File: src/verilog/adc_seq_pkg.sv
// constants, register map and state encoding of the converter sequencer
// assumes one 125 MHz clock (CLK) that also stands for the oscillator (Tosc = 8 ns)
package adc_seq_pkg;

  // ----------------------------------------------------------------
  // register indices (byte address is four times the index)
  // ----------------------------------------------------------------
  localparam logic [7:0] IDX_PORT_A_PINS = 8'h05;
  localparam logic [7:0] IDX_PORT_E_PINS = 8'h09;
  localparam logic [7:0] IDX_GLOBAL_INT = 8'h0b;
  localparam logic [7:0] IDX_PERIPH_FLAG_1 = 8'h0c;
  localparam logic [7:0] IDX_PERIPH_FLAG_2 = 8'h0d;
  localparam logic [7:0] IDX_CONV_RESULT = 8'h1e;
  localparam logic [7:0] IDX_CONV_CTRL = 8'h1f;
  localparam logic [7:0] IDX_PORT_A_DIR = 8'h85;
  localparam logic [7:0] IDX_PORT_E_DIR = 8'h89;
  localparam logic [7:0] IDX_PERIPH_EN_1 = 8'h8c;
  localparam logic [7:0] IDX_PERIPH_EN_2 = 8'h8d;
  localparam logic [7:0] IDX_PIN_CONFIG = 8'h9f;

  // ----------------------------------------------------------------
  // field positions and reset values
  // ----------------------------------------------------------------
  localparam int CTRL_ON_BIT = 0;
  localparam int CTRL_GO_BIT = 2;
  localparam int CTRL_CH_LSB = 3;
  localparam int CTRL_CS_LSB = 6;
  localparam int DONE_FLAG_BIT = 6;
  localparam int INT_EN_BIT = 6;
  localparam int PERIPH_IE_BIT = 6;
  localparam int GLOBAL_IE_BIT = 7;
  localparam logic [7:0] CTRL_RESET = 8'h00;
  localparam logic [2:0] PIN_CFG_RESET = 3'h0;
  localparam logic [5:0] PORT_A_DIR_RESET = 6'h3f;
  localparam logic [2:0] PORT_E_DIR_RESET = 3'h7;
  localparam logic [7:0] RESULT_POR = 8'h00;

  // ----------------------------------------------------------------
  // clock select codes, compare mode, timing
  // ----------------------------------------------------------------
  localparam logic [1:0] CS_DIV2 = 2'h0;
  localparam logic [1:0] CS_DIV8 = 2'h1;
  localparam logic [1:0] CS_DIV32 = 2'h2;
  localparam logic [1:0] CS_RC = 2'h3;
  localparam logic [3:0] MODE_SPECIAL_EVENT = 4'hb;
  localparam int DIV2 = 2;
  localparam int DIV8 = 8;
  localparam int DIV32 = 32;
  localparam int CLK_PERIOD_PS = 8000;
  localparam int INSTR_CYCLE_PS = 32000;
  localparam int INSTR_CYCLES = (INSTR_CYCLE_PS + CLK_PERIOD_PS - 1) / CLK_PERIOD_PS;
  localparam int RESULT_BITS = 8;

  typedef enum logic [1:0] {
    ST_IDLE = 2'b00,
    ST_DELAY = 2'b01,
    ST_SAMPLE = 2'b10,
    ST_CONVERT = 2'b11
  } conv_state_t;

endpackage

File: src/verilog/adc_sleep_reset_trigger_ctrl.sv
// converter sequencer: registers over apb, sleep handling, compare trigger
// assumes core sleep state, compare unit and comparator on CLK or synchronised here
//
// The APB slave port was decided locally.
`timescale 1ns/10ps
module adc_sleep_reset_trigger_ctrl
  import adc_seq_pkg::*;
(
  input wire logic CLK,
  input wire logic RST_N,
  input wire logic POR,
  input wire logic PSEL,
  input wire logic PENABLE,
  input wire logic PWRITE,
  input wire logic [9:0] PADDR,
  input wire logic [31:0] PWDATA,
  output logic [31:0] PRDATA,
  output logic PREADY,
  output logic PSLVERR,
  input wire logic CORE_SLEEP,
  output logic WAKE_REQ,
  input wire logic [3:0] COMPARE_UNIT_MODE,
  input wire logic COMPARE_TRIGGER,
  output logic TIMER_CLEAR,
  input wire logic RC_CLK_PIN,
  input wire logic COMPARATOR,
  output logic [7:0] DAC_CODE,
  output logic SAMPLE_EN,
  output logic CONV_POWER,
  output logic [2:0] CHANNEL_SELECT,
  output logic [7:0] ANALOG_INPUT_EN,
  input wire logic [5:0] PORT_A_IN,
  input wire logic [2:0] PORT_E_IN
);

  // ----------------------------------------------------------------
  // declarations
  // ----------------------------------------------------------------
  conv_state_t state;
  conv_state_t next_state;
  logic [1:0] conv_clock_select;
  logic [2:0] channel_select;
  logic go_flag;
  logic converter_on;
  logic [2:0] analog_pin_select;
  logic [7:0] conversion_result;
  logic conversion_done_flag;
  logic conversion_int_enable;
  logic peripheral_int_enable;
  logic global_int_enable;
  logic [5:0] port_a_direction;
  logic [2:0] port_e_direction;
  logic powered_down;
  logic sleep_prev;
  logic sleep_rise;
  logic [2:0] delay_count;
  logic [2:0] bit_index;
  logic [7:0] sar;
  logic [7:0] next_sar;
  logic tick;
  logic rc_level;
  logic comp_level;
  logic [5:0] port_a_sync;
  logic [2:0] port_e_sync;
  logic [7:0] analog_mask;
  logic [5:0] port_a_analog;
  logic [2:0] port_e_analog;
  logic [7:0] index;
  logic mapped;
  logic bus_write;
  logic ctrl_write;
  logic trigger_hit;
  logic trigger_start;
  logic write_start;
  logic write_abort;
  logic sleep_abort;
  logic abort;
  logic done;
  logic running;
  logic [7:0] read_value;

  // ----------------------------------------------------------------
  // pin synchronisers
  // ----------------------------------------------------------------
  level_sync #(.WIDTH(10)) pin_sync (
    .CLK(CLK),
    .RST_N(RST_N),
    .ASYNC_IN({RC_CLK_PIN, PORT_A_IN, PORT_E_IN}),
    .SYNC_OUT({rc_level, port_a_sync, port_e_sync})
  );

  // comparator follows DAC_CODE on this clock; two sync stages would outlast a 2-cycle bit
  assign comp_level = COMPARATOR;

  bit_period_tick period_gen (
    .CLK(CLK),
    .RST_N(RST_N),
    .RUN(running),
    .SELECT(conv_clock_select),
    .RC_LEVEL(rc_level),
    .TICK(tick)
  );

  // ----------------------------------------------------------------
  // bus decode
  // ----------------------------------------------------------------
  assign index = PADDR[9:2];
  assign bus_write = PSEL && PENABLE && PWRITE && mapped;
  assign ctrl_write = bus_write && (index == IDX_CONV_CTRL);
  assign PREADY = 1'b1;
  assign PSLVERR = PSEL && PENABLE && !mapped;

  always_comb begin
    mapped = (PADDR[1:0] == 2'h0);
    case (index)
      IDX_PORT_A_PINS, IDX_PORT_E_PINS, IDX_GLOBAL_INT: begin
      end
      IDX_PERIPH_FLAG_1, IDX_PERIPH_FLAG_2, IDX_CONV_RESULT: begin
      end
      IDX_CONV_CTRL, IDX_PORT_A_DIR, IDX_PORT_E_DIR: begin
      end
      IDX_PERIPH_EN_1, IDX_PERIPH_EN_2, IDX_PIN_CONFIG: begin
      end
      default: mapped = 1'b0;
    endcase
  end

  // ----------------------------------------------------------------
  // event decode
  // ----------------------------------------------------------------
  assign sleep_rise = CORE_SLEEP && !sleep_prev;
  assign trigger_hit = COMPARE_TRIGGER && (COMPARE_UNIT_MODE == MODE_SPECIAL_EVENT);
  // trigger ignored while off or already converting
  assign trigger_start = trigger_hit && converter_on && !powered_down && !go_flag;
  assign write_start = ctrl_write && PWDATA[CTRL_GO_BIT] && PWDATA[CTRL_ON_BIT] && !go_flag;
  assign write_abort = ctrl_write && go_flag && !(PWDATA[CTRL_GO_BIT] && PWDATA[CTRL_ON_BIT]);
  assign sleep_abort = sleep_rise && (conv_clock_select != CS_RC);
  assign abort = write_abort || sleep_abort;
  assign running = (state == ST_SAMPLE) || (state == ST_CONVERT);
  assign done = (state == ST_CONVERT) && tick && (bit_index == 3'h0) && !abort;

  always_ff @(posedge CLK) begin
    if (!RST_N) begin
      sleep_prev <= 1'b0;
    end else begin
      sleep_prev <= CORE_SLEEP;
    end
  end

  // ----------------------------------------------------------------
  // conversion sequencer
  // ----------------------------------------------------------------
  always_comb begin
    next_state = state;
    case (state)
      ST_IDLE: begin
        if (go_flag && !abort) begin
          // rc clock leaves room for the sleep instruction
          next_state = (conv_clock_select == CS_RC) ? ST_DELAY : ST_SAMPLE;
        end
      end
      ST_DELAY: begin
        if (delay_count == 3'(INSTR_CYCLES - 1)) begin
          next_state = ST_SAMPLE;
        end
      end
      ST_SAMPLE: begin
        if (tick) begin
          next_state = ST_CONVERT;
        end
      end
      ST_CONVERT: begin
        if (done) begin
          next_state = ST_IDLE;
        end
      end
      default: next_state = ST_IDLE;
    endcase
    if (abort || !go_flag) begin
      next_state = ST_IDLE;
    end
  end

  always_ff @(posedge CLK) begin
    if (!RST_N) begin
      state <= ST_IDLE;
    end else begin
      state <= next_state;
    end
  end

  always_ff @(posedge CLK) begin
    if (!RST_N || state != ST_DELAY) begin
      delay_count <= 3'h0;
    end else begin
      delay_count <= delay_count + 3'h1;
    end
  end

  // one sample period then eight decisions, msb first
  always_comb begin
    next_sar = sar;
    if (!comp_level) begin
      next_sar[bit_index] = 1'b0;
    end
    if (bit_index != 3'h0) begin
      next_sar[bit_index - 3'h1] = 1'b1;
    end
  end

  always_ff @(posedge CLK) begin
    if (!RST_N) begin
      sar <= 8'h00;
      bit_index <= 3'h0;
    end else if (state == ST_SAMPLE && tick) begin
      sar <= 8'h80;
      bit_index <= 3'h7;
    end else if (state == ST_CONVERT && tick) begin
      sar <= next_sar;
      bit_index <= bit_index - 3'h1;
    end
  end

  // ----------------------------------------------------------------
  // control register and go flag
  // ----------------------------------------------------------------
  always_ff @(posedge CLK) begin
    if (!RST_N) begin
      conv_clock_select <= CTRL_RESET[CTRL_CS_LSB +: 2];
      channel_select <= CTRL_RESET[CTRL_CH_LSB +: 3];
      converter_on <= CTRL_RESET[CTRL_ON_BIT];
    end else if (ctrl_write) begin
      conv_clock_select <= PWDATA[CTRL_CS_LSB +: 2];
      channel_select <= PWDATA[CTRL_CH_LSB +: 3];
      converter_on <= PWDATA[CTRL_ON_BIT];
    end
  end

  always_ff @(posedge CLK) begin
    if (!RST_N) begin
      go_flag <= CTRL_RESET[CTRL_GO_BIT];
    end else if (done || abort) begin
      go_flag <= 1'b0;
    end else if (trigger_start || write_start) begin
      go_flag <= 1'b1;
    end
  end

  // ----------------------------------------------------------------
  // power down across sleep
  // ----------------------------------------------------------------
  always_ff @(posedge CLK) begin
    if (!RST_N) begin
      powered_down <= 1'b0;
    end else if (sleep_abort) begin
      powered_down <= 1'b1;
    end else if (done && CORE_SLEEP && !(conversion_int_enable && peripheral_int_enable)) begin
      powered_down <= 1'b1;
    end else if (ctrl_write && (!PWDATA[CTRL_ON_BIT] || (PWDATA[CTRL_GO_BIT] && !CORE_SLEEP))) begin
      powered_down <= 1'b0;
    end
  end

  // ----------------------------------------------------------------
  // result, done flag, wake and timer clear
  // ----------------------------------------------------------------
  // not cleared by a plain reset: software may still read the last value
  always_ff @(posedge CLK) begin
    if (!RST_N) begin
      if (POR) begin
        conversion_result <= RESULT_POR;
      end
    end else if (done) begin
      conversion_result <= next_sar;
    end else if (bus_write && index == IDX_CONV_RESULT) begin
      conversion_result <= PWDATA[7:0];
    end
  end

  // hardware set wins over a software clear in the same cycle
  always_ff @(posedge CLK) begin
    if (!RST_N) begin
      conversion_done_flag <= 1'b0;
    end else if (done) begin
      conversion_done_flag <= 1'b1;
    end else if (bus_write && index == IDX_PERIPH_FLAG_1) begin
      conversion_done_flag <= PWDATA[DONE_FLAG_BIT];
    end
  end

  always_ff @(posedge CLK) begin
    if (!RST_N) begin
      WAKE_REQ <= 1'b0;
      TIMER_CLEAR <= 1'b0;
    end else begin
      WAKE_REQ <= done && CORE_SLEEP && conversion_int_enable && peripheral_int_enable;
      TIMER_CLEAR <= trigger_hit;
    end
  end

  // ----------------------------------------------------------------
  // interrupt enables, directions, pin configuration
  // ----------------------------------------------------------------
  always_ff @(posedge CLK) begin
    if (!RST_N) begin
      conversion_int_enable <= 1'b0;
      peripheral_int_enable <= 1'b0;
      global_int_enable <= 1'b0;
    end else if (bus_write && index == IDX_PERIPH_EN_1) begin
      conversion_int_enable <= PWDATA[INT_EN_BIT];
    end else if (bus_write && index == IDX_GLOBAL_INT) begin
      peripheral_int_enable <= PWDATA[PERIPH_IE_BIT];
      global_int_enable <= PWDATA[GLOBAL_IE_BIT];
    end
  end

  always_ff @(posedge CLK) begin
    if (!RST_N) begin
      port_a_direction <= PORT_A_DIR_RESET;
      port_e_direction <= PORT_E_DIR_RESET;
      analog_pin_select <= PIN_CFG_RESET;
    end else if (bus_write && index == IDX_PORT_A_DIR) begin
      port_a_direction <= PWDATA[5:0];
    end else if (bus_write && index == IDX_PORT_E_DIR) begin
      port_e_direction <= PWDATA[2:0];
    end else if (bus_write && index == IDX_PIN_CONFIG) begin
      analog_pin_select <= PWDATA[2:0];
    end
  end

  // analog mask in channel order an0..an7 (ra0 ra1 ra2 ra3 ra5 re0 re1 re2)
  always_comb begin
    case (analog_pin_select)
      3'h0: analog_mask = 8'hff;
      3'h1: analog_mask = 8'hf7;
      3'h2: analog_mask = 8'h1f;
      3'h3: analog_mask = 8'h17;
      3'h4: analog_mask = 8'h0b;
      3'h5: analog_mask = 8'h03;
      default: analog_mask = 8'h00;
    endcase
  end

  // analog pins read back low
  assign port_a_analog = {analog_mask[4], 1'b0, analog_mask[3:0]};
  assign port_e_analog = analog_mask[7:5];

  // ----------------------------------------------------------------
  // read data, captured in the setup phase
  // ----------------------------------------------------------------
  always_comb begin
    case (index)
      IDX_PORT_A_PINS: read_value = {2'h0, port_a_sync & ~port_a_analog};
      IDX_PORT_E_PINS: read_value = {5'h00, port_e_sync & ~port_e_analog};
      IDX_GLOBAL_INT: read_value = {global_int_enable, peripheral_int_enable, 6'h00};
      IDX_PERIPH_FLAG_1: read_value = {1'b0, conversion_done_flag, 6'h00};
      IDX_CONV_RESULT: read_value = conversion_result;
      // converter_on reads back set while powered down
      IDX_CONV_CTRL: read_value = {conv_clock_select, channel_select, go_flag, 1'b0, converter_on};
      IDX_PORT_A_DIR: read_value = {2'h0, port_a_direction};
      IDX_PORT_E_DIR: read_value = {5'h00, port_e_direction};
      IDX_PERIPH_EN_1: read_value = {1'b0, conversion_int_enable, 6'h00};
      IDX_PIN_CONFIG: read_value = {5'h00, analog_pin_select};
      default: read_value = 8'h00;
    endcase
  end

  always_ff @(posedge CLK) begin
    if (!RST_N) begin
      PRDATA <= 32'h0000_0000;
    end else if (PSEL && !PENABLE) begin
      PRDATA <= {24'h000000, mapped ? read_value : 8'h00};
    end
  end

  // ----------------------------------------------------------------
  // analog front end outputs
  // ----------------------------------------------------------------
  always_ff @(posedge CLK) begin
    if (!RST_N) begin
      DAC_CODE <= 8'h00;
      SAMPLE_EN <= 1'b0;
      CONV_POWER <= 1'b0;
      CHANNEL_SELECT <= 3'h0;
      ANALOG_INPUT_EN <= 8'hff;
    end else begin
      DAC_CODE <= (next_state == ST_CONVERT) ? ((state == ST_SAMPLE) ? 8'h80 : (tick ? next_sar : sar)) : 8'h00;
      SAMPLE_EN <= (next_state == ST_SAMPLE) || (next_state == ST_DELAY);
      CONV_POWER <= converter_on && !powered_down;
      CHANNEL_SELECT <= channel_select;
      ANALOG_INPUT_EN <= analog_mask;
    end
  end

endmodule

File: src/verilog/bit_period_tick.sv
// one-cycle enable at every conversion bit period boundary
// assumes RC_LEVEL already synchronised; counter restarts while RUN is low
`timescale 1ns/10ps
module bit_period_tick
  import adc_seq_pkg::*;
(
  input wire logic CLK,
  input wire logic RST_N,
  input wire logic RUN,
  input wire logic [1:0] SELECT,
  input wire logic RC_LEVEL,
  output logic TICK
);

  logic [4:0] count;
  logic [4:0] last;
  logic rc_prev;

  always_comb begin
    case (SELECT)
      CS_DIV2: last = 5'(DIV2 - 1);
      CS_DIV8: last = 5'(DIV8 - 1);
      default: last = 5'(DIV32 - 1);
    endcase
  end

  // restart keeps the first bit period whole
  always_ff @(posedge CLK) begin
    if (!RST_N || !RUN) begin
      count <= 5'h00;
    end else if (count == last) begin
      count <= 5'h00;
    end else begin
      count <= count + 5'h01;
    end
  end

  always_ff @(posedge CLK) begin
    if (!RST_N) begin
      rc_prev <= 1'b0;
    end else begin
      rc_prev <= RC_LEVEL;
    end
  end

  // rc period counted on rising edges of the rc oscillator
  always_comb begin
    if (SELECT == CS_RC) begin
      TICK = RUN && RC_LEVEL && !rc_prev;
    end else begin
      TICK = RUN && (count == last);
    end
  end

endmodule

File: src/verilog/level_sync.sv
// two flip-flop synchroniser for a bus of independent levels
// assumes each bit changes slowly against CLK; bits are not coherent
`timescale 1ns/10ps
module level_sync #(
  parameter int WIDTH = 1
) (
  input wire logic CLK,
  input wire logic RST_N,
  input wire logic [WIDTH-1:0] ASYNC_IN,
  output logic [WIDTH-1:0] SYNC_OUT
);

  logic [WIDTH-1:0] stage_one;

  initial begin
    if (WIDTH < 1) $error("level_sync width must be positive");
  end

  always_ff @(posedge CLK) begin
    if (!RST_N) begin
      stage_one <= '0;
      SYNC_OUT <= '0;
    end else begin
      stage_one <= ASYNC_IN;
      SYNC_OUT <= stage_one;
    end
  end

endmodule
File: config.mk
export PLATFORM = sky130hd
export DESIGN_NAME = adc_sleep_reset_trigger_ctrl
export DESIGN_NICKNAME = d
export VERILOG_FILES = /design/src/verilog/adc_seq_pkg.sv /design/src/verilog/adc_sleep_reset_trigger_ctrl.sv /design/src/verilog/bit_period_tick.sv /design/src/verilog/level_sync.sv
export SDC_FILE = /design/constraint.sdc
export NUM_CORES = 1
export LEC_CHECK = 0
export BUFFER_PORTS_ARGS = -buffer_cell sky130_fd_sc_hd__buf_2
export CAP_MARGIN = 10
export CORE_ASPECT_RATIO = 1.1
export CORE_MARGIN = 2
export CORE_UTILIZATION = 48
export DETAILED_ROUTE_END_ITERATION = 10
export PLACE_DENSITY = 0.81
export SYNTH_ARGS = -nofsm -noshare
export SYNTH_HDL_FRONTEND = slang
export SYNTH_SLANG_ARGS = --single-unit
File: constraint.sdc
create_clock -name CLK -period 2.6 [get_ports CLK]
set_input_delay 0.52 -clock CLK [delete_from_list [all_inputs] [get_ports CLK]]
set_output_delay 0.52 -clock CLK [all_outputs]
set_load 0.01 [all_outputs]
==> qor_table.md, run 1 <==
| Item | Reported | Unit |
| --- | --- | --- |
| Result of the run | finished, final reports clean | - |
| Initial cell density of the core | 49.15 | % |
| Number of nets in the final layout | 684 | - |
| Clock tree from TritonCTS | yes | - |
| Number of buffer cells added on primary ports | 72 | - |
| Hold Path Class | input port to register | - |
| Post-synth top area share | 38.90 | % |
| Crit path time final | 2504 | ps |
| Number of sinks handled by clock tree synthesis | 102 | - |
| Number of antenna violations at the first check in global routing | 0 | - |
| Cells after Synth | 536 | - |
| Wirelength, routed | 11330 | um |
| Area enclosed by the die boundary | 10900 | sq um |
| Max VDD drop | 0.3283 | mV |
| Top post-synthesis cells by area | sky130_fd_sc_hd__dfxtp_1, sky130_fd_sc_hd__mux2i_1, sky130_fd_sc_hd__nand2_1, sky130_fd_sc_hd__edfxtp_1, sky130_fd_sc_hd__buf_4 | - |
| Count of endpoints failing setup in the final report | 0 | - |
| First-pass GRT wire length | 18700 | um |
| Final instance area | 5505 | sq um |
| Async set-reset flop share out of synthesis | 0 | % |
| Average footprint of a synthesized cell | 9.025 | sq um |
| Number of nets with antenna violations after detailed routing | 0 | - |
| Largest net degree at the start of global routing | 29 | - |
| Instance area at placement | 5311 | sq um |
| Number of flip-flops and latches in the synthesized netlist | 102 | - |
| Total track usage | 21.33 | % |
| Maximum clock frequency | 399.3 | MHz |
| Buffer count from post-CTS setup fixing | 0 | - |
| Number of optimization iterations in the first detailed-route pass | 5 | - |
| Post-route DRC violation count | 0 | - |
| Clock buffer depth | 2 | - |
| Slew Viols, Final | 0 | - |
| Die width | 99.72 | um |
| Main flop type after synthesis | sky130_fd_sc_hd__dfxtp_1 | - |
| Iteration-0 DRC Markers | 219 | - |
| WHS | 348.3 | ps |
| Number of clock buffers inserted by TritonCTS | 9 | - |
| Count of H-tree levels built during CTS | 3 | - |
| CTS-repair resized insts | 0 | - |
| Max Fanout on Critical Path | 4 | - |
| Required @ worst endpoint | 2080 | ps |
| Post-synth EDFFs | 8 | - |
| Detailed-route wire length per cell | 15.35 | um |
| Vertical extent of the die | 109.3 | um |
| Vias after detailed routing | 4121 | - |
| Number of max-cap violations | 0 | - |
| Antenna diodes | 0 | - |
| Total number of yosys warnings | 0 | - |
| Clock slew seen by the registers of the worst setup and hold paths | 100 | ps |
| Leak | 2.386 | nW |
| RSZ-0062 raised after global routing | false | - |
| Cell Pwr Density | 500.9 | nW/um^2 |
| Synth-to-layout area growth | 13.81 | % |
| Critical Setup Path Class | input port to primary output | - |
| Total standard cell area after synthesis | 4837 | sq um |
| Sequential-to-total area share from yosys stat | 43.87 | % |
| Clock insertion delay at the later pin of the skew report | 370 | ps |
| CTS root buffer | sky130_fd_sc_hd__clkbuf_8 | - |
| Category of the worst setup path launch point | input port | - |
| CTS hold repair buffers | 0 | - |
| Hold Vio Cnt, Final | 0 | - |
| Vias per Instance | 5.584 | - |
| Boundary Pins | 122 | - |
| Transition time of the tightest slew-check pin | 637.7 | ps |
| Final weighted congestion of routability-driven global placement | 0.8985 | - |
| Skew final | 10.95 | ps |
| Crit share post-route | 96.33 | % |
| Layout cell share with drive strength beyond 1 | 22.01 | % |
| Total power draw | 2.758 | mW |
| Number of cell rows | 38 | - |
| Vias in the first global route | 3937 | - |
| Commonest non-fill, non-tap cells in the layout | sky130_fd_sc_hd__dfxtp_1, sky130_fd_sc_hd__buf_2, sky130_fd_sc_hd__nand2_1 | - |
| HPWL after detailed placement | 8422 | um |
| Remaining global-route overflow | 0 | - |
| Setup TNS | 0 | ps |
| Number of distinct standard cells referenced by the synthesized netlist | 73 | - |
| Signal arrival time at the worst endpoint | 1980 | ps |
| Relative slew margins | 57.43 | % |
| Floorplan core area | 9842 | sq um |
| CP Capture Type | primary output | - |
| Area leader, netlist | sky130_fd_sc_hd__dfxtp_1 | - |
| Most common cell after layout, fill and taps aside | sky130_fd_sc_hd__dfxtp_1 | - |
-- power breakdown --
group	internal [mW]	leakage (nW)	switching, mW
logic	0.0731	1.46	0.111
clock network	0.388	0.0952	0.566
registers	1.61	0.836	0.00927
total	2.07	2.39	0.687
-- kinds of logic after synthesis --
group,synth area share [%]
mux,7.294
flops,43.87
fa+ha+maj,1.552
simple gates,23.62
xor+xnor,0.9053
buf+inv,8.277
compound gates,14.33
other cells,0.1553
-- Yosys cell counts, types with 3 or more instances --
cell type,instances
sky130_fd_sc_hd__edfxtp_1,8
sky130_fd_sc_hd__a32oi_1,5
sky130_fd_sc_hd__a21boi_0,5
sky130_fd_sc_hd__o21ai_0,17
sky130_fd_sc_hd__ha_1,6
sky130_fd_sc_hd__and3_1,5
sky130_fd_sc_hd__nand2_1,70
sky130_fd_sc_hd__nand4_1,5
sky130_fd_sc_hd__nor3b_1,5
sky130_fd_sc_hd__o41ai_1,3
sky130_fd_sc_hd__a22oi_1,5
sky130_fd_sc_hd__and4_1,5
sky130_fd_sc_hd__nand2b_1,3
sky130_fd_sc_hd__inv_1,13
sky130_fd_sc_hd__a22o_1,3
sky130_fd_sc_hd__mux2i_1,33
sky130_fd_sc_hd__a21oi_1,22
sky130_fd_sc_hd__dfxtp_1,94
sky130_fd_sc_hd__a311oi_1,3
sky130_fd_sc_hd__xor2_1,4
sky130_fd_sc_hd__buf_4,29
sky130_fd_sc_hd__o211ai_1,4
sky130_fd_sc_hd__o22ai_1,6
sky130_fd_sc_hd__clkbuf_1,25
sky130_fd_sc_hd__nor2_1,30
sky130_fd_sc_hd__nor4bb_1,4
sky130_fd_sc_hd__and2_1,27
sky130_fd_sc_hd__nor3_1,6
sky130_fd_sc_hd__nand3b_1,4
sky130_fd_sc_hd__nand3_1,26
sky130_fd_sc_hd__nor2b_1,4
sky130_fd_sc_hd__a31oi_1,4
-- per-stage QoR --
stage / instances / worst slack [ps] / utilization, %
final: 738 / 95.51 / 55.94
after global placement: 722 / -35.94 / 53.97
after floorplan: 559 / 29.85 / -
after CTS: 738 / 125.8 / 55.87
after detailed placement: 722 / -74.94 / 53.97
after global routing: 738 / 3.916 / 55.94
-- flip-flops by register name (all words and copies together) (netlist names), 2 cells and up --
signal / flops
port_a_direction: 6
CHANNEL_SELECT: 3
state: 2
PRDATA: 8
pin_sync.stage_one: 10
delay_count: 3
period_gen.count: 5
ANALOG_INPUT_EN: 4
conv_clock_select: 2
DAC_CODE: 8
port_e_direction: 3
pin_sync.SYNC_OUT: 10
analog_pin_select: 3
channel_select: 3
sar: 8
conversion_result: 8
bit_index: 3
-- final cells by class --
cell class                 count  area, sq um
inverter                      14        52.55
clock inverter                 6        50.05
sequential                   102         2122
fill                         878         4337
clock buffer                  10        137.6
timing repair buffer         102        585.6
tap                          120        150.1
multi-input combinational    384         2407
-- critical path: stages --
cell,delay (ps)
sky130_fd_sc_hd__buf_2,100
sky130_fd_sc_hd__buf_4,140
sky130_fd_sc_hd__nor4bb_1,480
sky130_fd_sc_hd__and3_1,260
sky130_fd_sc_hd__o21ai_0,150
sky130_fd_sc_hd__nand3_1,120
sky130_fd_sc_hd__a21oi_1,70
sky130_fd_sc_hd__buf_2,140
-- layer usage --
metal	track usage, %	up-vias	routed length (um)
met4	8.415	0	315
met1	25.78	1931	4651
met2	37.60	157	5622
met5	0	-	0
met3	3.910	24	742
li1	-	2009	-
-- worst paths after layout --
kind | slack [ps] | end | startpoint | cells past startpoint
worst min-delay path | 350 | pin_sync.stage_one[9] | RC_CLK_PIN | 2
worst max-delay path | 100 | PSLVERR | PADDR[7] | 8
worst min register to register | 440 | pin_sync.SYNC_OUT[1] | pin_sync.stage_one[1] | 1
worst max register to register | 320 | DAC_CODE[1] | bit_index[1] | 10
(Power assumes the default switching activity.)
==> run 2: changes to the inputs <==
--- a/config.mk
+++ b/config.mk
@@ -12,6 +12,8 @@
 export CORE_UTILIZATION = 48
 export DETAILED_ROUTE_END_ITERATION = 10
 export PLACE_DENSITY = 0.81
+export REMOVE_ABC_BUFFERS = 1
+export SKIP_CTS_REPAIR_TIMING = 1
 export SYNTH_ARGS = -nofsm -noshare
 export SYNTH_HDL_FRONTEND = slang
 export SYNTH_SLANG_ARGS = --single-unit
==> qor_table.md, run 2 (synthesized netlist as in run 1, its figures left out) <==
| Item | Reported | Unit | Change |
| --- | --- | --- | --- |
| Clock buffer depth | 2 | - | unchanged |
| Combinational group share of total power | 6.7 | % | about the same |
| Total track usage | 21.08 | % | was 21.33% |
| Area enclosed by the die boundary | 10900 | sq um | unchanged |
| Category of the worst setup path launch point | input port | - | unchanged |
| Final weighted congestion of routability-driven global placement | 0.9467 | - | was 0.8985 |
| Clock tree from TritonCTS | yes | - | unchanged |
| Wirelength, routed | 11220 | um | was 11330 um |
| RSZ-0062 raised after global routing | false | - | unchanged |
| Number of optimization iterations in the first detailed-route pass | 4 | - | was 5 |
| Initial cell density of the core | 49.15 | % | unchanged |
| Number of antenna violations at the first check in global routing | 0 | - | unchanged |
| Reg-to-reg startpoint | conv_clock_select[0] | - | was bit_index[1] |
| Hold Vio Cnt, Final | 0 | - | unchanged |
| Transition time of the tightest slew-check pin | 902.9 | ps | was 637.7 ps |
| Maximum clock frequency | 412.4 | MHz | was 399.3 MHz |
| Vertical extent of the die | 109.3 | um | unchanged |
| Critical Path End | PSLVERR | - | unchanged |
| Most common cell after layout, fill and taps aside | sky130_fd_sc_hd__dfxtp_1 | - | unchanged |
| Layout cell share with drive strength beyond 1 | 22.22 | % | was 22.01% |
| Largest net degree at the start of global routing | 67 | - | was 29 |
| Sequential share of power | 58.6 | % | was 58.7% |
| Remaining global-route overflow | 0 | - | unchanged |
| Number of nets with antenna violations after detailed routing | 0 | - | unchanged |
| Die width | 99.72 | um | unchanged |
| Count of endpoints failing setup in the final report | 0 | - | unchanged |
| Max Fanout on Critical Path | 9 | - | was 4 |
| Hold Path Class | input port to register | - | unchanged |
| Detailed route wirelength on metal3 | 601 | um | was 742 um |
| Antenna diodes | 0 | - | unchanged |
| Total power draw | 2.761 | mW | was 2.758 mW |
| Buf/Inv on CP | 3 | - | unchanged |
| Iteration-0 DRC Markers | 179 | - | was 219 |
| Library cell contributing the largest single delay on the critical path | sky130_fd_sc_hd__or3b_2 | - | was sky130_fd_sc_hd__nor4bb_1 |
| Skew final | 8.600 | ps | was 10.95 ps |
| Reg-to-reg slack, setup | 210 | ps | was 320 ps |
| Vias in the first global route | 3840 | - | was 3937 |
| Signal arrival time at the worst endpoint | 1900 | ps | was 1980 ps |
| Cell Pwr Density | 499.0 | nW/um^2 | was 500.9 nW/um^2 |
| Number of clock buffers inserted by TritonCTS | 9 | - | unchanged |
| Number of sinks handled by clock tree synthesis | 102 | - | unchanged |
| Clock Power Share | 34.7 | % | was 34.6% |
| First-pass GRT wire length | 18290 | um | was 18700 um |
| Reg-to-reg critical path endpoint | conversion_result[6] | - | was DAC_CODE[1] |
| Top flop regs | pin_sync.SYNC_OUT: 10 flops, pin_sync.stage_one: 10 flops | - | unchanged |
| Max VDD drop | 0.2494 | mV | was 0.3283 mV |
| Boundary Pins | 122 | - | unchanged |
| Number of standard cells in the layout, taps in and fillers out | 741 | - | was 738 |
| Crit path time final | 2425 | ps | was 2504 ps |
| Internal power | 2.053 | mW | was 2.071 mW |
| Number of max-cap violations | 0 | - | unchanged |
| Slew Viols, Final | 0 | - | unchanged |
| Count of H-tree levels built during CTS | 3 | - | unchanged |
| Critical Setup Path Class | input port to primary output | - | unchanged |
| Required @ worst endpoint | 2080 | ps | about the same |
| Gate family responsible for the most delay along the worst path | simple AND/OR/NAND/NOR gates | - | unchanged |
| Setup TNS | 0 | ps | unchanged |
| Commonest non-fill, non-tap cells in the layout | sky130_fd_sc_hd__dfxtp_1, sky130_fd_sc_hd__buf_2, sky130_fd_sc_hd__nand2_1 | - | unchanged |
| Relative slew margins | 39.53 | % | was 57.43% |
| Depth of the worst register-to-register path | 5 | - | was 10 |
| Met1 routed wirelength after detailed routing | 4685 | um | was 4651 um |
| Number of nets in the final layout | 687 | - | was 684 |
| CP Capture Type | primary output | - | unchanged |
| Detailed-route wire length per cell | 15.15 | um | was 15.35 um |
| Cell with the most instances on the worst path | sky130_fd_sc_hd__buf_2 | - | unchanged |
| Crit share post-route | 93.26 | % | was 96.33% |
| WHS | 338.9 | ps | was 348.3 ps |
| Result of the run | finished, final reports clean | - | unchanged |
| Reported net switching power | 0.7088 | mW | was 0.6866 mW |
| Critical Path Source | PADDR[3] | - | was PADDR[7] |
| Clock insertion delay at the later pin of the skew report | 380 | ps | was 370 ps |
| Leak | 2.406 | nW | was 2.386 nW |
| Switching share of power | 25.67 | % | was 24.90% |
| Floorplan core area | 9842 | sq um | unchanged |
| Top Layer Used | met4 | - | unchanged |
| Number of stages on the worst setup path | 8 | - | unchanged |
| Vias per Instance | 5.559 | - | was 5.584 |
| CTS root buffer | sky130_fd_sc_hd__clkbuf_8 | - | unchanged |
| Biggest cell delay along the critical path | 450 | ps | was 480 ps |
| Post-route DRC violation count | 0 | - | unchanged |
| CP cell instances | buf_2 > buf_4 > or3b_2 > a21boi_0 > o21ai_0 > nand3_1 > a21oi_1 > buf_2 | - | was buf_2 > buf_4 > nor4bb_1 > and3_1 > o21ai_0 > nand3_1 > a21oi_1 > buf_2 |
| Number of cell rows | 38 | - | unchanged |
| Number of buffer cells added on primary ports | 72 | - | unchanged |
| Synth-to-layout area growth | 14.41 | % | was 13.81% |
| HPWL after detailed placement | 8366 | um | was 8422 um |
| Vias after detailed routing | 4119 | - | was 4121 |
| Clock slew seen by the registers of the worst setup and hold paths | 110 | ps | was 100 ps |
| Routed met2 length | 5636 | um | was 5622 um |
| Cells after DPL | 725 | - | was 722 |
==> run 2: cell count changes in the layout (fill, tap and decap cells not counted) <==
| cell | previous run | this run |
|---|---|---|
| sky130_fd_sc_hd__a31oi_1 | 3 | 4 |
| sky130_fd_sc_hd__a31oi_2 | 1 | 0 |
| sky130_fd_sc_hd__buf_12 | 0 | 1 |
| sky130_fd_sc_hd__buf_4 | 30 | 32 |
| sky130_fd_sc_hd__clkbuf_8 | 10 | 9 |
| sky130_fd_sc_hd__clkinv_2 | 1 | 0 |
| sky130_fd_sc_hd__clkinv_4 | 1 | 4 |
| sky130_fd_sc_hd__clkinvlp_4 | 1 | 0 |
==> run 2: worst min-delay path by stage <==
stage          slack, ps  depth (start not counted)                    end             startpoint
5_1_grt              330                          2  pin_sync.stage_one[1]           PORT_E_IN[1]
3_5_place_dp         420                          1   pin_sync.SYNC_OUT[9]  pin_sync.stage_one[9]
6_report             340                          2  pin_sync.stage_one[4]           PORT_A_IN[1]
2_1_floorplan        400                          1         delay_count[0]         delay_count[0]
4_1_cts              330                          2  pin_sync.stage_one[1]           PORT_E_IN[1]
3_3_place_gp         410                          1         delay_count[0]         delay_count[0]
==> run 2: power by group through the flow <==
stage | Combinational (mW) | Sequential [mW] | Clock, mW
after floorplan | 0.0792 | 1.65 | 0
after global placement | 0.178 | 1.65 | 0
after detailed placement | 0.182 | 1.66 | 0
after CTS | 0.183 | 1.62 | 0.974
after global routing | 0.204 | 1.62 | 1.04
final | 0.185 | 1.62 | 0.957
==> run 2: stage by stage <==
step           instance area (sq um)  setup WS [ps]  utilization [%]
2_1_floorplan                   4576         -12.34                -
3_3_place_gp                    5346         0.1883            54.32
3_5_place_dp                    5346         -102.7            54.32
4_1_cts                         5534          184.4            56.23
5_1_grt                         5534          37.31            56.23
6_report                        5534          175.3            56.23
==> run 2: layout make-up <==
type,count,area (sq um)
Fill cell,885,4308
Multi-Input combinational cell,384,2401
Timing Repair Buffer,105,620.6
Clock buffer,9,123.9
Inverter,14,52.55
Clock inverter,7,63.81
Tap cell,120,150.1
Sequential cell,102,2122
==> run 2: layer usage <==
layer	vias to the layer above	track usage, %
met1	1920	25.40
li1	2017	-
met5	-	0
met2	155	37.26
met4	0	9.100
met3	27	3.333
==> run 3: changes to the inputs <==
--- a/config.mk
+++ b/config.mk
@@ -8,7 +8,6 @@
 export BUFFER_PORTS_ARGS = -buffer_cell sky130_fd_sc_hd__buf_2
 export CAP_MARGIN = 10
 export CORE_ASPECT_RATIO = 1.1
-export CORE_MARGIN = 2
 export CORE_UTILIZATION = 48
 export DETAILED_ROUTE_END_ITERATION = 10
 export PLACE_DENSITY = 0.81
@@ -16,4 +15,5 @@
 export SKIP_CTS_REPAIR_TIMING = 1
 export SYNTH_ARGS = -nofsm -noshare
 export SYNTH_HDL_FRONTEND = slang
+export SYNTH_HIERARCHICAL = 1
 export SYNTH_SLANG_ARGS = --single-unit
==> qor_table.md, run 3 <==
| Item | Reported | Unit | Change |
| --- | --- | --- | --- |
| Result of the run | finished, final reports clean | - | unchanged |
| Post-route DRC violation count | 0 | - | unchanged |
| Instance area at placement | 5369 | sq um | was 5346 sq um |
| Buf/Inv on CP | 2 | - | was 3 |
| Number of nets with antenna violations after detailed routing | 0 | - | unchanged |
| Number of nets in the final layout | 697 | - | was 687 |
| Cells after Synth | 539 | - | was 536 |
| Initial cell density of the core | 49.38 | % | was 49.15% |
| Final instance area | 5638 | sq um | was 5534 sq um |
| Biggest cell delay along the critical path | 380 | ps | was 450 ps |
| Clock Power Share | 33.1 | % | was 34.7% |
| Relative slew margins | 48.78 | % | was 39.53% |
| Number of antenna violations at the first check in global routing | 0 | - | unchanged |
| HPWL after detailed placement | 8421 | um | was 8366 um |
| Number of max-cap violations | 0 | - | unchanged |
| Pre-CTS worst setup slack | 16.02 | ps | was -102.7 ps |
| Max Fanout on Critical Path | 8 | - | was 9 |
| Commonest non-fill, non-tap cells in the layout | sky130_fd_sc_hd__dfxtp_1, sky130_fd_sc_hd__buf_2, sky130_fd_sc_hd__nor2_1 | - | was sky130_fd_sc_hd__dfxtp_1, sky130_fd_sc_hd__buf_2, sky130_fd_sc_hd__nand2_1 |
| Area leader, netlist | sky130_fd_sc_hd__dfxtp_1 | - | unchanged |
| Vias after detailed routing | 4139 | - | was 4119 |
| Cell Pwr Density | 479.7 | nW/um^2 | was 499.0 nW/um^2 |
| Antenna diodes | 0 | - | unchanged |
| Area enclosed by the die boundary | 10580 | sq um | was 10900 sq um |
| Reg-to-reg startpoint | period_gen/count[1] | - | was conv_clock_select[0] |
| Most common cell after layout, fill and taps aside | sky130_fd_sc_hd__dfxtp_1 | - | unchanged |
| RSZ-0062 raised after global routing | true | - | was false |
| Clock insertion delay at the later pin of the skew report | 380 | ps | about the same |
| Reg-to-reg slack, setup | 110 | ps | was 210 ps |
| Skew final | 22.88 | ps | was 8.600 ps |
| Vias in the first global route | 3961 | - | was 3840 |
| Leak | 2.317 | nW | was 2.406 nW |
| Hold Vio Cnt, Final | 0 | - | unchanged |
| Total power draw | 2.704 | mW | was 2.761 mW |
| Signal arrival time at the worst endpoint | 2580 | ps | was 1900 ps |
| Clock slew seen by the registers of the worst setup and hold paths | 100 | ps | was 110 ps |
| Vertical extent of the die | 107.8 | um | was 109.3 um |
| Hold Path Class | input port to register | - | unchanged |
| Cells after DPL | 731 | - | was 725 |
| Synth-to-layout area growth | 15.45 | % | was 14.41% |
| CP cell instances | and2_4 > nand4_1 > a21oi_2 > a31o_1 > and3_4 > nand2_2 > buf_6 > a311oi_4 > a21oi_2 > a21oi_2 > buf_6 | - | was buf_2 > buf_4 > or3b_2 > a21boi_0 > o21ai_0 > nand3_1 > a21oi_1 > buf_2 |
| Boundary Pins | 122 | - | unchanged |
| CTS root buffer | sky130_fd_sc_hd__clkbuf_8 | - | unchanged |
| Async set-reset flop share out of synthesis | 0 | % | unchanged |
| Crit path setup slack, layout | 106.6 | ps | was 175.3 ps |
| Total standard cell area after synthesis | 4883 | sq um | was 4837 sq um |
| Top cells by count, synth | sky130_fd_sc_hd__dfxtp_1, sky130_fd_sc_hd__nor2_1, sky130_fd_sc_hd__nand2_1, sky130_fd_sc_hd__buf_4, sky130_fd_sc_hd__nand3_1 | - | was sky130_fd_sc_hd__dfxtp_1, sky130_fd_sc_hd__nand2_1, sky130_fd_sc_hd__mux2i_1, sky130_fd_sc_hd__nor2_1, sky130_fd_sc_hd__buf_4 |
| Setup TNS | 0 | ps | unchanged |
| Category of the worst setup path launch point | register | - | was input port |
| Floorplan core area | 9889 | sq um | was 9842 sq um |
| Top flop regs | pin_sync/SYNC_OUT: 10 flops, pin_sync/stage_one: 10 flops | - | was pin_sync.SYNC_OUT: 10 flops, pin_sync.stage_one: 10 flops |
| Sequential share of power | 59.7 | % | was 58.6% |
| Number of standard cells in the layout, taps in and fillers out | 751 | - | was 741 |
| Depth of the worst register-to-register path | 11 | - | was 5 |
| Remaining global-route overflow | 0 | - | unchanged |
| Number of cell rows | 38 | - | unchanged |
| Maximum clock frequency | 401.1 | MHz | was 412.4 MHz |
| Cell with the most instances on the worst path | sky130_fd_sc_hd__a21oi_2 | - | was sky130_fd_sc_hd__buf_2 |
| Transition time of the tightest slew-check pin | 767.4 | ps | was 902.9 ps |
| Die width | 98.17 | um | was 99.72 um |
| Combinational group share of total power | 7.2 | % | was 6.7% |
| Number of stages on the worst setup path | 11 | - | was 8 |
| Main flop type after synthesis | sky130_fd_sc_hd__dfxtp_1 | - | unchanged |
| Crit share post-route | 95.90 | % | was 93.26% |
| Number of buffer cells added on primary ports | 72 | - | unchanged |
| Number of optimization iterations in the first detailed-route pass | 7 | - | was 4 |
| Library cell contributing the largest single delay on the critical path | sky130_fd_sc_hd__a311oi_4 | - | was sky130_fd_sc_hd__or3b_2 |
| Post-synth top area share | 38.53 | % | was 38.90% |
| Post-synth EDFFs | 8 | - | unchanged |
| Vias per Instance | 5.511 | - | was 5.559 |
| Clock tree from TritonCTS | yes | - | unchanged |
| Number of flip-flops and latches in the synthesized netlist | 102 | - | unchanged |
| Most repeated cell in the gate-level netlist after synthesis | sky130_fd_sc_hd__dfxtp_1 | - | unchanged |
| Max VDD drop | 0.2265 | mV | was 0.2494 mV |
| Gate family responsible for the most delay along the worst path | compound AO/OA/AOI/OAI gates | - | was simple AND/OR/NAND/NOR gates |
| Layout cell share with drive strength beyond 1 | 25.67 | % | was 22.22% |
| Switching share of power | 23.91 | % | was 25.67% |
| Critical Setup Path Class | register to register | - | was input port to primary output |
| Total number of yosys warnings | 6 | - | was 0 |
| Crit path time final | 2493 | ps | was 2425 ps |
| Required @ worst endpoint | 2680 | ps | was 2080 ps |
| Internal power | 2.058 | mW | was 2.053 mW |
| Total track usage | 22.63 | % | was 21.08% |
| Sequential-to-total area share from yosys stat | 43.45 | % | was 43.87% |
| Critical Path End | conversion_result[1] | - | was PSLVERR |
| Reg-to-reg critical path endpoint | conversion_result[1] | - | was conversion_result[6] |
| Largest net degree at the start of global routing | 61 | - | was 67 |
| Count of endpoints failing setup in the final report | 0 | - | unchanged |
| Number of distinct standard cells referenced by the synthesized netlist | 76 | - | was 73 |
| Clock buffer depth | 2 | - | unchanged |
| Iteration-0 DRC Markers | 191 | - | was 179 |
| Average footprint of a synthesized cell | 9.060 | sq um | was 9.025 sq um |
| Slew Viols, Final | 0 | - | unchanged |
| Wirelength, routed | 11430 | um | was 11220 um |
| Top post-synthesis cells by area | sky130_fd_sc_hd__dfxtp_1, sky130_fd_sc_hd__mux2i_1, sky130_fd_sc_hd__buf_4, sky130_fd_sc_hd__edfxtp_1, sky130_fd_sc_hd__nor2_1 | - | was sky130_fd_sc_hd__dfxtp_1, sky130_fd_sc_hd__mux2i_1, sky130_fd_sc_hd__nand2_1, sky130_fd_sc_hd__edfxtp_1, sky130_fd_sc_hd__buf_4 |
| Number of clock buffers inserted by TritonCTS | 9 | - | unchanged |
| CP Capture Type | register | - | was primary output |
| Detailed-route wire length per cell | 15.22 | um | was 15.15 um |
| Count of H-tree levels built during CTS | 3 | - | unchanged |
| Reported net switching power | 0.6466 | mW | was 0.7088 mW |
| Critical Path Source | period_gen/count[1] | - | was PADDR[3] |
| First-pass GRT wire length | 18890 | um | was 18290 um |
| Number of sinks handled by clock tree synthesis | 102 | - | unchanged |
| Final weighted congestion of routability-driven global placement | 0.8735 | - | was 0.9467 |
run 3: cell types whose count changed after synthesis, sizes merged, moves of 5 or more:
| cell | previous run | this run |
|---|---|---|
| a211oi | 1 | 6 |
| buf | 34 | 46 |
| nand2 | 71 | 50 |
| and2 | 27 | 33 |
| a21oi | 22 | 15 |
| clkbuf | 25 | 14 |
| nor3 | 6 | 14 |
| mux2i | 33 | 25 |
| a2bb2oi | 0 | 5 |
| nor2 | 30 | 55 |
run 3: cell type report:
class	instances	area (sq um)
clock inverter	3	21.27
clock buffer	13	148.9
sequential	102	2128
inverter	15	56.30
multi-input combinational	385	2454
fill	879	4252
tap	120	150.1
timing repair buffer	113	679.4
run 3: layer usage:
layer / track usage, % / share of wire, %
met1: 27.54 / 43
met2: 38.23 / 49
met3: 4.091 / 4.2
met4: 11.83 / 3.6
met5: 0 / 0
run 3: kinds of logic (layout without fill, tap and decap cells):
group,count (synthesis),count (layout),synth area share [%]
DFF,102,102,43.45
buffers and inverters,75,144,9.121
AOI/OAI and AO/OA,98,98,15.12
adders and majority gates,6,6,1.537
other,2,25,0.1538
muxes,28,28,5.816
and+or+nand+nor,223,223,23.91
xor gates and xnor gates,5,5,0.8967
run 3: worst min path at each step:
stage / cells after the start / slack (ps) / from / end
final: 2 / 360 / PORT_A_IN[4] / pin_sync/stage_one[7]
after global routing: 2 / 350 / PORT_E_IN[0] / pin_sync/stage_one[0]
after CTS: 2 / 340 / PORT_A_IN[4] / pin_sync/stage_one[7]
after detailed placement: 1 / 420 / delay_count[0] / delay_count[0]
after global placement: 1 / 410 / delay_count[0] / delay_count[0]
after floorplan: 1 / 400 / delay_count[0] / delay_count[0]
run 3: worst register-to-register path, delay by kind of cell (launching register included):
family                 cells  cell delay [ps]
AO/OA/AOI/OAI              5             1020
buffers and inverters      2              280
flip-flops                 1              370
AND/OR/NAND/NOR            4              530
run 3: stage by stage:
step / hold WS (ps) / util [%]
finish: 364.9 / 57.01
global route: 353.5 / 57.01
CTS: 343.8 / 56.01
detailed placement: 417.3 / 54.29
global placement: 407.0 / 54.29
floorplan: 399.1 / -
run 3: power groups by stage:
stage / Clock [mW] / Combinational, mW / Sequential, mW
detailed placement: 0 / 0.188 / 1.65
CTS: 0.921 / 0.189 / 1.61
finish: 0.895 / 0.196 / 1.61
floorplan: 0 / 0.0839 / 1.65
global route: 0.976 / 0.215 / 1.62
global placement: 0 / 0.183 / 1.65
